<file path="src/hw/lcrc_regs.vh">
// register offsets, field positions and reset values for the logic cell register control block
`ifndef LCRC_REGS_VH
`define LCRC_REGS_VH
`define LCRC_ADDR_W 4
`define LCRC_OFF_CTRL 4'h0
`define LCRC_OFF_CELL 4'h4
`define LCRC_OFF_MC 4'h8
`define LCRC_OFF_STAT 4'hC
`define LCRC_CTRL_RST 32'h00000000
`define LCRC_CELL_RST 32'h00000000
`define LCRC_MC_RST 32'h00000000
`define LCRC_CTRL_RSTEN 0
`define LCRC_CTRL_PRESET 1
`define LCRC_CTRL_EMUL 2
`define LCRC_CTRL_MODE 3
`define LCRC_CTRL_BYPASS 4
`define LCRC_CTRL_CLKSEL 5
`define LCRC_CTRL_FTYPE_LO 6
`define LCRC_CTRL_FTYPE_HI 7
`define LCRC_CTRL_BOTHEDGE 8
`define LCRC_CTRL_CASC 9
`define LCRC_CELL_SCLR 0
`define LCRC_CELL_SLOAD 1
`define LCRC_CELL_LDATA 2
`define LCRC_CELL_ACLR 3
`define LCRC_CELL_APRE 4
`define LCRC_CELL_CASCIN 5
`define LCRC_CELL_CIN 6
`define LCRC_CELL_DA 7
`define LCRC_CELL_DB 8
`define LCRC_CELL_LUTC_LO 16
`define LCRC_CELL_LUTC_HI 23
`define LCRC_CELL_LUTK_LO 24
`define LCRC_CELL_LUTK_HI 31
`define LCRC_MC_COMB 0
`define LCRC_MC_IN_A 1
`define LCRC_MC_IN_B 2
`define LCRC_MC_CE0 3
`define LCRC_MC_CE1 4
`define LCRC_MC_STEP 5
`define LCRC_FT_D 2'h0
`define LCRC_FT_T 2'h1
`define LCRC_FT_JK 2'h2
`define LCRC_FT_SR 2'h3
`endif

</file>
<file path="src/hw/lcrc_lookup3.v">
// three-input lookup function with a programmable truth table
`timescale 1ns/1ps
module lcrc_lookup3
(
	// truth table
	input wire [7:0] TABLE,
	// selects
	input wire [2:0] SEL,
	// result
	output wire OUT
);
	assign OUT = TABLE[SEL];
endmodule

</file>
<file path="src/hw/lcrc_top.v">
// logic cell and macrocell register control with a wishbone register port
`timescale 1ns/1ps
`include "lcrc_regs.vh"
module lcrc_top
(
	// clock and reset
	input wire CLOCK,
	input wire RST_N,
	// chip-wide reset pin
	input wire CHIP_RESET_N,
	// wishbone slave
	input wire WB_CYC_I,
	input wire WB_STB_I,
	input wire WB_WE_I,
	input wire [3:0] WB_ADR_I,
	input wire [3:0] WB_SEL_I,
	input wire [31:0] WB_DAT_I,
	output reg [31:0] WB_DAT_O,
	output wire WB_ACK_O,
	// cell and macrocell outputs
	output reg CELL_COMB_OUT,
	output reg CELL_REG_OUT,
	output reg CELL_CARRY_OUT,
	output reg MC_OUT
);
	reg [31:0] ctrl_reg;
	reg [31:0] cell_reg;
	reg [31:0] mc_reg;
	reg ack_reg;
	reg rstpin_meta_reg;
	reg rstpin_sync_reg;
	reg cell_q_reg;
	reg mc_q_reg;
	reg unknown_reg;
	reg cell_step_reg;
	reg mc_step_reg;
	reg [31:0] wr_next;
	wire bus_req;
	wire bus_wr;
	wire chip_rst;
	wire mode_counter;
	wire preset_mode;
	wire [2:0] lut_sel;
	wire cnt_data;
	wire carry_data;
	wire [1:0] ftype;
	wire clk_sel;
	wire clk_en;
	wire mc_comb;
	wire grp_clear;
	wire grp_preset;
	wire [5:0] status_bits;
	wire rd_req;
	wire cell_write;
	wire mc_step_write;
	reg cell_d_next;
	reg mc_q_next;

	assign bus_req = WB_CYC_I & WB_STB_I;
	assign bus_wr = bus_req & WB_WE_I & ~ack_reg;
	assign WB_ACK_O = ack_reg;
	// reads are taken on the request edge so the data register is settled while ack stands
	assign rd_req = bus_req & ~WB_WE_I & ~ack_reg;
	// any write to the cell register is one clock step of the cell
	assign cell_write = bus_wr & (WB_ADR_I == `LCRC_OFF_CELL);
	// only a step request in the low byte clocks the macrocell, so lane-masked writes do not step it
	assign mc_step_write = bus_wr & (WB_ADR_I == `LCRC_OFF_MC) & WB_SEL_I[0] & WB_DAT_I[`LCRC_MC_STEP];
	// live view of both registers and the cell's next value, read-only at the status offset
	assign status_bits = {clk_sel, unknown_reg, carry_data, cell_d_next, mc_q_reg, cell_q_reg};

	// byte-lane merge shared by all writable registers
	always @*
	begin
		wr_next = 32'h00000000;
		if (WB_ADR_I == `LCRC_OFF_CTRL)
			wr_next = ctrl_reg;
		else if (WB_ADR_I == `LCRC_OFF_CELL)
			wr_next = cell_reg;
		else if (WB_ADR_I == `LCRC_OFF_MC)
			wr_next = mc_reg;
		if (WB_SEL_I[0])
			wr_next[7:0] = WB_DAT_I[7:0];
		if (WB_SEL_I[1])
			wr_next[15:8] = WB_DAT_I[15:8];
		if (WB_SEL_I[2])
			wr_next[23:16] = WB_DAT_I[23:16];
		if (WB_SEL_I[3])
			wr_next[31:24] = WB_DAT_I[31:24];
	end

	// pin reset passes two flops before use
	always @(posedge CLOCK or negedge RST_N)
	begin
		if (!RST_N)
		begin
			rstpin_meta_reg <= 1'b1;
			rstpin_sync_reg <= 1'b1;
		end
		else
		begin
			rstpin_meta_reg <= CHIP_RESET_N;
			rstpin_sync_reg <= rstpin_meta_reg;
		end
	end

	// the synchronised pin costs two cycles of latency but keeps every register update on one clock
	// chip reset only counts when enabled in control
	assign chip_rst = ~rstpin_sync_reg & ctrl_reg[`LCRC_CTRL_RSTEN];
	assign mode_counter = ctrl_reg[`LCRC_CTRL_MODE];
	assign preset_mode = ctrl_reg[`LCRC_CTRL_PRESET];
	assign ftype = ctrl_reg[`LCRC_CTRL_FTYPE_HI:`LCRC_CTRL_FTYPE_LO];
	// clock 1 is forced as the selected clock when both edges are in use
	assign clk_sel = ctrl_reg[`LCRC_CTRL_BOTHEDGE] ? 1'b1 : ctrl_reg[`LCRC_CTRL_CLKSEL];
	assign clk_en = clk_sel ? mc_reg[`LCRC_MC_CE1] : mc_reg[`LCRC_MC_CE0];
	assign grp_clear = cell_reg[`LCRC_CELL_ACLR];
	assign grp_preset = cell_reg[`LCRC_CELL_APRE];
	assign lut_sel = {cell_reg[`LCRC_CELL_CIN], cell_reg[`LCRC_CELL_DB], cell_reg[`LCRC_CELL_DA]};
	assign mc_comb = mc_reg[`LCRC_MC_COMB];

	// count data and fast carry from separate lookup functions
	lcrc_lookup3 u_count_lut
	(
		.TABLE(cell_reg[`LCRC_CELL_LUTC_HI:`LCRC_CELL_LUTC_LO]),
		.SEL(lut_sel),
		.OUT(cnt_data)
	);
	lcrc_lookup3 u_carry_lut
	(
		.TABLE(cell_reg[`LCRC_CELL_LUTK_HI:`LCRC_CELL_LUTK_LO]),
		.SEL(lut_sel),
		.OUT(carry_data)
	);

	// cell next value: clear beats load, both beat cascade
	always @*
	begin
		cell_d_next = cnt_data;
		if (mode_counter && ctrl_reg[`LCRC_CTRL_CASC])
			cell_d_next = cnt_data & cell_reg[`LCRC_CELL_CASCIN];
		if (mode_counter && cell_reg[`LCRC_CELL_SLOAD])
			cell_d_next = cell_reg[`LCRC_CELL_LDATA];
		if (mode_counter && cell_reg[`LCRC_CELL_SCLR])
			cell_d_next = 1'b0;
	end

	// macrocell register type
	always @*
	begin
		mc_q_next = mc_q_reg;
		case (ftype)
			`LCRC_FT_D: mc_q_next = mc_reg[`LCRC_MC_IN_A];
			`LCRC_FT_T: mc_q_next = mc_q_reg ^ mc_reg[`LCRC_MC_IN_A];
			`LCRC_FT_JK:
			begin
				case ({mc_reg[`LCRC_MC_IN_A], mc_reg[`LCRC_MC_IN_B]})
					2'h1: mc_q_next = 1'b0;
					2'h2: mc_q_next = 1'b1;
					2'h3: mc_q_next = ~mc_q_reg;
					default: mc_q_next = mc_q_reg;
				endcase
			end
			default:
			begin
				if (mc_reg[`LCRC_MC_IN_B])
					mc_q_next = 1'b0;
				else if (mc_reg[`LCRC_MC_IN_A])
					mc_q_next = 1'b1;
			end
		endcase
	end

	// wishbone registers; ack one cycle after request, dropped the next cycle
	always @(posedge CLOCK or negedge RST_N)
	begin
		if (!RST_N)
		begin
			ctrl_reg <= `LCRC_CTRL_RST;
			cell_reg <= `LCRC_CELL_RST;
			mc_reg <= `LCRC_MC_RST;
			ack_reg <= 1'b0;
			WB_DAT_O <= 32'h00000000;
		end
		else
		begin
			ack_reg <= bus_req & ~ack_reg;
			if (bus_wr)
			begin
				if (WB_ADR_I == `LCRC_OFF_CTRL)
					ctrl_reg <= wr_next;
				else if (WB_ADR_I == `LCRC_OFF_CELL)
					cell_reg <= wr_next;
				else if (WB_ADR_I == `LCRC_OFF_MC)
					mc_reg <= wr_next;
			end
			if (rd_req)
			begin
				if (WB_ADR_I == `LCRC_OFF_CTRL)
					WB_DAT_O <= ctrl_reg;
				else if (WB_ADR_I == `LCRC_OFF_CELL)
					WB_DAT_O <= cell_reg;
				else if (WB_ADR_I == `LCRC_OFF_MC)
					WB_DAT_O <= mc_reg;
				else if (WB_ADR_I == `LCRC_OFF_STAT)
					WB_DAT_O <= {26'h0000000, status_bits};
				else
					WB_DAT_O <= 32'h00000000;
			end
		end
	end

	// a clock step is a one-cycle pulse: any cell register write, or a macrocell write with the step bit set
	always @(posedge CLOCK or negedge RST_N)
	begin
		if (!RST_N)
		begin
			cell_step_reg <= 1'b0;
			mc_step_reg <= 1'b0;
		end
		else
		begin
			cell_step_reg <= cell_write;
			mc_step_reg <= mc_step_write;
		end
	end

	// group clear and preset are levels: while either is set the cell cannot step
	// cell register: chip reset first, then group clear/preset, then clocked data
	always @(posedge CLOCK or negedge RST_N)
	begin
		if (!RST_N)
		begin
			cell_q_reg <= 1'b0;
			unknown_reg <= 1'b1;
		end
		else if (chip_rst)
		begin
			cell_q_reg <= preset_mode;
			unknown_reg <= ctrl_reg[`LCRC_CTRL_EMUL];
		end
		else if (grp_clear)
		begin
			cell_q_reg <= 1'b0;
			unknown_reg <= 1'b0;
		end
		else if (grp_preset)
		begin
			cell_q_reg <= 1'b1;
			unknown_reg <= 1'b0;
		end
		else if (cell_step_reg)
		begin
			cell_q_reg <= cell_d_next;
			unknown_reg <= 1'b0;
		end
	end

	// the enable always follows the selected clock, it is never chosen on its own
	// macrocell register on the selected clock's enable
	always @(posedge CLOCK or negedge RST_N)
	begin
		if (!RST_N)
			mc_q_reg <= 1'b0;
		else if (chip_rst)
			mc_q_reg <= preset_mode;
		else if (mc_step_reg && clk_en)
			mc_q_reg <= mc_q_next;
	end

	// outputs from flops; both cell views at once
	always @(posedge CLOCK or negedge RST_N)
	begin
		if (!RST_N)
		begin
			CELL_COMB_OUT <= 1'b0;
			CELL_REG_OUT <= 1'b0;
			CELL_CARRY_OUT <= 1'b0;
			MC_OUT <= 1'b0;
		end
		else
		begin
			CELL_COMB_OUT <= cnt_data;
			CELL_REG_OUT <= cell_q_reg;
			CELL_CARRY_OUT <= carry_data;
			MC_OUT <= mc_comb ? mc_reg[`LCRC_MC_IN_A] : mc_q_reg;
		end
	end
endmodule

</file>
<file path="config.mk">
export PLATFORM = sky130hd
export DESIGN_NAME = lcrc_top
export DESIGN_NICKNAME = d
export VERILOG_FILES = /design/src/hw/lcrc_lookup3.v /design/src/hw/lcrc_top.v
export VERILOG_INCLUDE_DIRS = /design/src /design/src/hw
export SDC_FILE = /design/constraint.sdc
export NUM_CORES = 1
export LEC_CHECK = 0
export ABC_AREA = 1
export BUFFER_PORTS_ARGS = -buffer_cell sky130_fd_sc_hd__buf_2
export CORE_AREA = 2 2 110 219
export DETAILED_ROUTE_END_ITERATION = 8
export DIE_AREA = 0 0 112 221
export GPL_TIMING_DRIVEN = 1
export MAX_ROUTING_LAYER = met4
export PLACE_DENSITY = 0.52
export SLEW_MARGIN = 15
export SYNTH_ARGS = -nofsm -noshare
export SYNTH_HDL_FRONTEND = slang
export SYNTH_SLANG_ARGS = --single-unit
export TNS_END_PERCENT = 10
</file>
<file path="constraint.sdc">
create_clock -name CLOCK -period 1.6 [get_ports CLOCK]
set_input_delay 0.08 -clock CLOCK [delete_from_list [all_inputs] [get_ports CLOCK]]
set_output_delay 0.08 -clock CLOCK [all_outputs]
set_load 0.01 [all_outputs]
</file>
**Yosys cells after proc, flatten, opt, wreduce, memory -nomap -nowiden**

Cells that the tools add are included.

- Order comparisons: 1
- Eq/ne operators: 9
- Multiplexer cells: 34
- Bitwise gates (word level): 19
- Reduce and logical (&&, ||, !) cells: 13

Operators with widths:

| operator | number |
|---|---|
| 2-to-1 mux 32 bit | 5 |
| 2-to-1 mux 8 bit | 4 |
| 2-to-1 mux 1 bit | 20 |
| bitwise AND 1 bit | 12 |
| equality test 4 bit, second input constant | 2 |
| binary-select mux 1 bit (select 3 bit) | 2 |
| equality test 2 bit, second input constant | 3 |
| 2-to-1 mux 6 bit | 1 |
| inverter 1 bit | 6 |
| one-hot mux 1 bit (3 select lines) | 2 |
| AND reduction 3 bit | 2 |
| nonzero test 6 bit | 1 |
| inequality test 5 x 2 -> 1 bit, second input constant | 1 |
| equality test 2 x 1 -> 1 bit, second input constant | 2 |
| equality test 4 x 3 -> 1 bit, second input constant | 1 |
| logical AND 1 bit | 4 |
| zero test 4 bit | 1 |
| < comparator 3 x 4 -> 1 bit, second input constant | 1 |
| AND reduction 4 bit | 1 |
| nonzero test 4 bit | 1 |
| zero test 2 bit | 1 |
| AND reduction 2 bit | 1 |
| nonzero test 2 bit | 1 |
| XOR 1 bit | 1 |

- Flip-flop bits (word level): 140
- Input bits: 46
- Output and inout bits: 37
- Logic and storage cells: 92

**Logic depth before layout (Yosys ltp)**

Gate-level depths: netlist (run 1).

- Word-level depth: 10
- Gate-level depth with buffers: 10
- Depth with buffers taken out: 9

**Cells and area by module**

From an unflattened synthesis (run 1), not the netlist that was laid out.

- Cell total of the unflattened synthesis: 934
- Area total of the unflattened synthesis: 7171.9 um^2

By module, submodules not included:

| module | times used | cells each | area each (um^2) |
|---|---|---|---|
| lcrc_top | 1 | 878 | 6951.7 |
| lcrc_lookup3 | 2 | 28 | 110.1 |

**Worst setup path after synthesis (run 1)**

No wires, ideal clock.

- Kind: reg2reg
- From: register ack_reg (netlist: WB_ACK_O)
- To: register WB_DAT_O[12]
- Library setup time: 0.088 ns
- Arrival time: 1.323 ns
- Setup slack: 0.188 ns
- Stages on the path, launching flop included: 6
- Buffers on the path: 2
- Path through: dfrtp_1 > nor3_1 > buf_2 > buf_2 > nor2_1 > a41oi_1

- Word-level cells in the longest chain between the ends: 2

RTL lines:

| what | RTL line | RTL |
|---|---|---|
| start, declared | lcrc_top.v:29 | `reg ack_reg;` |
| start signal, assigned | lcrc_top.v:185 | `ack_reg <= bus_req & ~ack_reg;` |
| inverter 1 bit | lcrc_top.v:63 | `assign rd_req = bus_req & ~WB_WE_I & ~ack_reg;` |
| bitwise AND 1 bit | lcrc_top.v:63 |  |
| end signal, assigned | lcrc_top.v:198 | `WB_DAT_O <= ctrl_reg;` |
| end signal, assigned | lcrc_top.v:200 | `WB_DAT_O <= cell_reg;` |
| end signal, assigned | lcrc_top.v:202 | `WB_DAT_O <= mc_reg;` |
| end, declared | lcrc_top.v:18 | `output reg [31:0] WB_DAT_O,` |

Every way passes these cells.
A chain may end at the register's enable or synchronous reset.

**Final worst setup path (run 1)**

- From: register ack_reg (netlist: WB_ACK_O)
- To: register WB_DAT_O[7]

Same word-level chain as after synthesis.

==> impl_metrics.py, run 1 <==
metrics = {
    "status": {
        "outcome": "finished, final reports clean",
    },
    "setup_path": {
        "critical_path.cell_chain": "nor3_2, buf_4, buf_12, nor2_1, a41oi_1",
        "startpoint_type": "flip-flop",
        "cp_max_fo": 19,
        "cp.required_ps": 1930,
        "arrival_ps": 1830,
        "crit_slowest_cell": "dfrtp_1",
        "end_kind": "flip-flop",
        "criticalPathCategory": "flip-flop to flip-flop",
        "max_stage_delay_ps": 410,
    },
    "timing": {
        "finalClockSkew_ps": 7.96,
        "period_minus_slack_ps": 1500,
        "slew_viol_final": 0,
        "worst_pin_slew_ps": 523,
        "clock.fmax_mhz": 667,
        "grt_setup_unrepaired": "false",
        "finalSetupViolations": 0,
        "finalCritPeriodShare_pct": 93.6,
        "fin_ws_ps": 102,
        "holdWs_ps": 14.0,
        "relSlewSlack_pct": 65.1,
        "hold_viol": 0,
    },
    "synth": {
        "synthesis.nets": 861,
        "synth_seq_area_share_pct": 51.3,
        "synth_top_area_cell": "dfrtp_1",
        "ys_async_sr_fraction_pct": 100,
        "synth_edf_count": 0,
        "synthTopCellsByArea": "dfrtp_1 50%, nand2_1 12%, nand3_1 6.3%",
        "ys_seq_elements": 140,
        "synthesis.area_mm2": 0.00684,
        "syn_avg_cell_area_um2": 8.46,
        "synth_cell_type_count": 36,
        "synth-main-ff-cell": "dfrtp_1",
        "ys_warn_count": 0,
        "yosysMostFrequentCell": "nand2_1",
        "synthCells": 808,
        "synth_common_cells": "223 x nand2_1, 137 x dfrtp_1, 86 x nand3_1",
        "synth_top_area_share_pct": 50.1,
    },
    "placement": {
        "port_buffers": 82,
        "finalWeightedCongestion": 0.880,
        "place_hpwl_mm": 15.3,
        "placed_area_mm2": 0.00780,
        "pre_cts_slack_ps": -76.8,
    },
    "clocking": {
        "clock_path_buffers": 2,
        "cts_root_buf": "clkbuf_16",
        "clk_latency_ps": 430,
        "htreeDepth": 4,
        "cts.sinks": 140,
        "numCtsBuffers": 17,
        "path_clk_slew_ps": 60,
        "cts_tree": "yes",
    },
    "power_and_ir_drop": {
        "pwr-share-seq_pct": 43.2,
        "peakVddDrop_uv": 502,
        "p_sw_uw": 2870,
        "power.share.clock_pct": 40.4,
        "p_leak_uw": 0.00397,
        "power_frac_comb_pct": 16.4,
        "power.density_mw_per_mm2": 1210,
        "internal_power_uw": 7490,
        "switching_share_pct": 27.7,
    },
    "detailed_routing": {
        "wl_mm": 20.8,
        "drtAntennaViolNets": 0,
        "first_pass_iters": 7,
        "drc_errors": 0,
        "dr_total_vias": 6081,
        "route.detailed.vias_per_inst": 5.02,
        "drtIter0Drc": 378,
        "routedWlPerCell_um": 17.2,
    },
    "finish": {
        "multi_input_area_mm2": 0.00285,
        "drive_above_1_share_pct": 21.3,
        "fill_cells": 2462,
        "final_util_pct": 37.0,
        "n_antenna_cell": 0,
        "final_nets": 969,
        "fin_area_mm2": 0.00857,
        "seq_area_mm2": 0.00351,
        "areaGrowthSynthToFinish_pct": 25.3,
    },
    "floorplanning": {
        "die_area_mm2": 0.0248,
        "core.rowCount": 79,
        "start_util_pct": 29.6,
        "core-area_mm2": 0.0231,
        "die_w_um": 112,
        "die_h_um": 221,
        "io-pin-count": 83,
    },
    "flow_run": {
        "maxCapViolCount": 0,
    },
    "global_routing": {
        "grtUsageTotal_pct": 18.1,
        "grt_pass1_wl_mm": 34.0,
        "grt_max_degree": 59,
        "first_global_vias": 6312,
        "grt_antenna_before_repair": 0,
        "grt_overflow_total": 0,
    },
    "worst_hold_path": {
        "hp-class": "primary input to flip-flop",
    },
}
==> stage by stage <==
| stage | total power (uW) | TNS (ps) | std cells |
|---|---|---|---|
| 6_report | 10400 | 0 | 1211 |
| 5_1_grt | 10900 | 0 | 1211 |
| 4_1_cts | 10500 | 0 | 1210 |
| 3_5_place_dp | 6230 | -325 | 1168 |
| 3_3_place_gp | 6200 | 0 | 1168 |
| 2_1_floorplan | 5450 | 0 | 808 |
==> layer usage <==
layer | wire length, um | global-route usage, % | part of all wire (%)
met2 | 11600 | 32.8 | 56
met4 | 716 | 8.85 | 3.4
met1 | 7980 | 18.7 | 38
met3 | 551 | 3.04 | 2.6
met5 | 0 | - | 0
==> path summary, 6_finish.rpt <==
path,end,from,slack [ps],depth (start not counted)
setup / recovery,WB_DAT_O[7]$_DFFE_PN0P_,WB_ACK_O$_DFF_PN0_,100,5
min in group asynchronous,WB_DAT_O[10]$_DFFE_PN0P_,RST_N,90,2
hold reg to reg,rstpin_sync_reg$_DFF_PN1_,rstpin_meta_reg$_DFF_PN1_,350,0
max in group asynchronous,WB_DAT_O[29]$_DFFE_PN0P_,RST_N,850,3
hold / removal,ctrl_reg[19]$_DFFE_PN0P_,WB_DAT_I[19],10,4
setup reg to reg,WB_DAT_O[7]$_DFFE_PN0P_,WB_ACK_O$_DFF_PN0_,100,5
==> cell families after synthesis <==
family | synth area share, %
and+or+nand+nor | 25.4
adders and majority gates | 1.28
AOI/OAI and AO/OA | 14.6
DFF | 51.3
buffers and inverters | 7.38
==> final cells by class <==
type                    instances  area share, %
well taps                     283           4.13
flip-flops and latches        140           40.9
clock inverters                12           1.99
repair buffers                128           11.2
multi-input cells             557           33.2
inverters                      72           3.24
clock buffers                  19           5.29
==> cells in the final DEF (no fill, tap or decap), drive strengths merged, types with 2 or more instances in the layout <==
master       instances
a211oi               2
a21oi               16
a41oi               25
buf                117
bufinv               4
clkbuf              19
clkinv               7
dfrtp              137
dfstp                3
dlygate4sd3         11
ha                   7
inv                 72
nand2              225
nand3               87
nand4                2
nor2                45
nor3                 3
o2111ai             22
o21ai               85
o22ai                6
or2                 25
==> power by group through the flow <==
stage               logic (uW)  registers, uW  clock network (uW)
global placement          1670           4530                   0
finish                    1700           4470                4190
CTS                       1720           4480                4280
detailed placement        1690           4540                   0
global route              1940           4550                4430
floorplan                  919           4530                   0
==> critical path, delay by kind of cell (launching register included) <==
| kind | cells | cell delay [ps] |
|---|---|---|
| DFF | 1 | 410 |
| and+or+nand+nor | 2 | 400 |
| buffers and inverters | 2 | 380 |
| AOI/OAI and AO/OA | 1 | 200 |
==> repair_timing <==
item,4_1_cts,5_1_grt
endpoints found under the hold margin,152,0
pin swaps,0,1
buffers inserted,0,1
endpoints found under the setup margin,7,34
resized for setup,1,10
hold buffers,11,0
(Power assumes the default switching activity.)
==> run 2: changes to the inputs <==
Settings changed: CORE_AREA 2 2 110 219 to 2 2 96 190, DIE_AREA 0 0 112 221 to 0 0 98 192, PLACE_DENSITY 0.52 to 0.64.
==> impl_metrics.py, run 2 (same netlist as run 1, synthesis figures left out) <==
metrics = {
    "clocking": {
        "cts_root_buf": "clkbuf_16",
        "cts_tree": "yes",
        "cts.sinks": 140,
        "clk_latency_ps": 430,
        "path_clk_slew_ps": 70,
        "clock_path_buffers": 2,
        "numCtsBuffers": 17,
        "htreeDepth": 4,
    },
    "placement": {
        "port_buffers": 82,
        "finalWeightedCongestion": 0.904,
        "place_hpwl_mm": 13.7,
    },
    "detailed_routing": {
        "drc_errors": 0,
        "dr_total_vias": 6055,
        "route.detailed.vias_per_inst": 5.33,
        "routedWlPerCell_um": 17.0,
        "drtAntennaViolNets": 0,
        "drtIter0Drc": 330,
        "first_pass_iters": 5,
        "wl_mm": 19.3,
    },
    "power_and_ir_drop": {
        "peakVddDrop_uv": 754,
        "switching_share_pct": 30.8,
        "pwr-share-seq_pct": 45.4,
        "p_leak_uw": 0.00390,
        "p_sw_uw": 3040,
        "power_frac_comb_pct": 16.7,
        "fin_total_pwr_uw": 9870,
        "internal_power_uw": 6830,
        "power.share.clock_pct": 37.9,
        "power.density_mw_per_mm2": 1190,
    },
    "setup_path": {
        "cp_max_fo": 3,
        "startpoint_type": "flip-flop",
        "criticalPathCategory": "flip-flop to flip-flop",
        "cp.required_ps": 1900,
        "arrival_ps": 1760,
        "end_kind": "flip-flop",
    },
    "timing": {
        "period_minus_slack_ps": 1460,
        "hold_viol": 0,
        "finalClockSkew_ps": 7.89,
        "grt_setup_unrepaired": "false",
        "slew_viol_final": 0,
        "finalSetupViolations": 0,
        "finalCritPeriodShare_pct": 91.5,
        "worst_pin_slew_ps": 497,
        "clock.fmax_mhz": 683,
        "relSlewSlack_pct": 66.8,
    },
    "global_routing": {
        "grt_antenna_before_repair": 0,
        "first_global_vias": 5989,
        "grt_max_degree": 44,
        "grtUsageTotal_pct": 21.9,
        "grt_overflow_total": 0,
        "grt_pass1_wl_mm": 31.3,
    },
    "finish": {
        "final_common_cell": "nand2_1",
        "seq_area_mm2": 0.00351,
        "final_nets": 967,
        "most-common-layout-cells": "223 x nand2_1, 137 x dfrtp_1, 86 x nand3_1",
        "final_util_pct": 48.1,
        "n_antenna_cell": 0,
        "areaGrowthSynthToFinish_pct": 21.6,
        "multi_input_area_mm2": 0.00284,
        "fill_cells": 1701,
        "drive_above_1_share_pct": 21.1,
    },
    "worst_hold_path": {
        "hp-class": "primary input to flip-flop",
    },
    "floorplanning": {
        "die_area_mm2": 0.0188,
        "io-pin-count": 83,
        "start_util_pct": 39.6,
        "die_h_um": 192,
        "die_w_um": 98,
        "core-area_mm2": 0.0173,
        "core.rowCount": 68,
    },
    "status": {
        "outcome": "finished, final reports clean",
    },
    "flow_run": {
        "maxCapViolCount": 0,
    },
}
## run 2: changes by cell type in the layout (fill, tap and decap cells not counted), moves of 4 or more
cell	before	now
buf_4	20	25
clkinv_2	5	1
bufinv_16	4	0
buf_12	13	8
inv_6	0	7
## run 2: layout make-up
cell class	count	share of cell area, %
Sequential cell	140	42.2
Multi-Input combinational cell	557	34.1
Timing Repair Buffer	126	10.6
Clock buffer	17	5.12
Inverter	72	3.31
Tap cell	210	3.16
Clock inverter	15	1.55
## run 2: path summary, 6_finish.rpt
check | startpoint | end | slack [ps] | cells after the start
max | WB_ACK_O$_DFF_PN0_ | WB_DAT_O[3]$_DFFE_PN0P_ | 140 | 4
min | WB_DAT_I[11] | cell_reg[11]$_DFFE_PN0P_ | 1 | 4
max reg2reg | WB_ACK_O$_DFF_PN0_ | WB_DAT_O[3]$_DFFE_PN0P_ | 140 | 4
min reg2reg | rstpin_meta_reg$_DFF_PN1_ | rstpin_sync_reg$_DFF_PN1_ | 360 | 0
max in group asynchronous | RST_N | cell_reg[26]$_DFFE_PN0P_ | 830 | 3
min in group asynchronous | RST_N | CELL_REG_OUT$_DFF_PN0_ | 120 | 2
## run 2: metrics by stage
step	hold WS, ps	TNS (ps)	area [um2]	instances	worst slack (ps)
after global placement	4.93	0	7640	1095	53.6
final	1.04	0	8310	1137	136
after global routing	17.1	0	8310	1137	5.87
after detailed placement	6.28	-23.0	7640	1095	-13.5
after floorplan	-216	0	6840	808	188
after CTS	0.607	0	8300	1137	35.3
## run 2: worst max-delay path, cell delays in order, from the launching register on
cell and delay (ps):
dfrtp_1 400, nor3_2 340, inv_1 140, a211oi_1 330, a21oi_1 110
## run 2: repair_timing
action,CTS,global route
resized for setup,1,6
buffers inserted,0,0
hold buffers,10,0
setup endpoints to repair,2,27
hold endpoints to repair,151,0
## run 2: power by group through the flow
| stage | Combinational [uW] | Sequential, uW | Clock [uW] |
|---|---|---|---|
| after global placement | 1610 | 4530 | 0 |
| final | 1650 | 4480 | 3740 |
| after detailed placement | 1640 | 4540 | 0 |
| after global routing | 1880 | 4550 | 3950 |
| after floorplan | 919 | 4530 | 0 |
| after CTS | 1670 | 4480 | 3800 |
## run 2: routing by layer
metal | GRT usage [%] | vias to the layer above | wire length [um]
li1 | - | 2933 | -
met1 | 24.6 | 2926 | 7500
met2 | 38.2 | 159 | 10400
met3 | 2.87 | 37 | 682
met4 | 11.0 | 0 | 760
met5 | - | - | 0
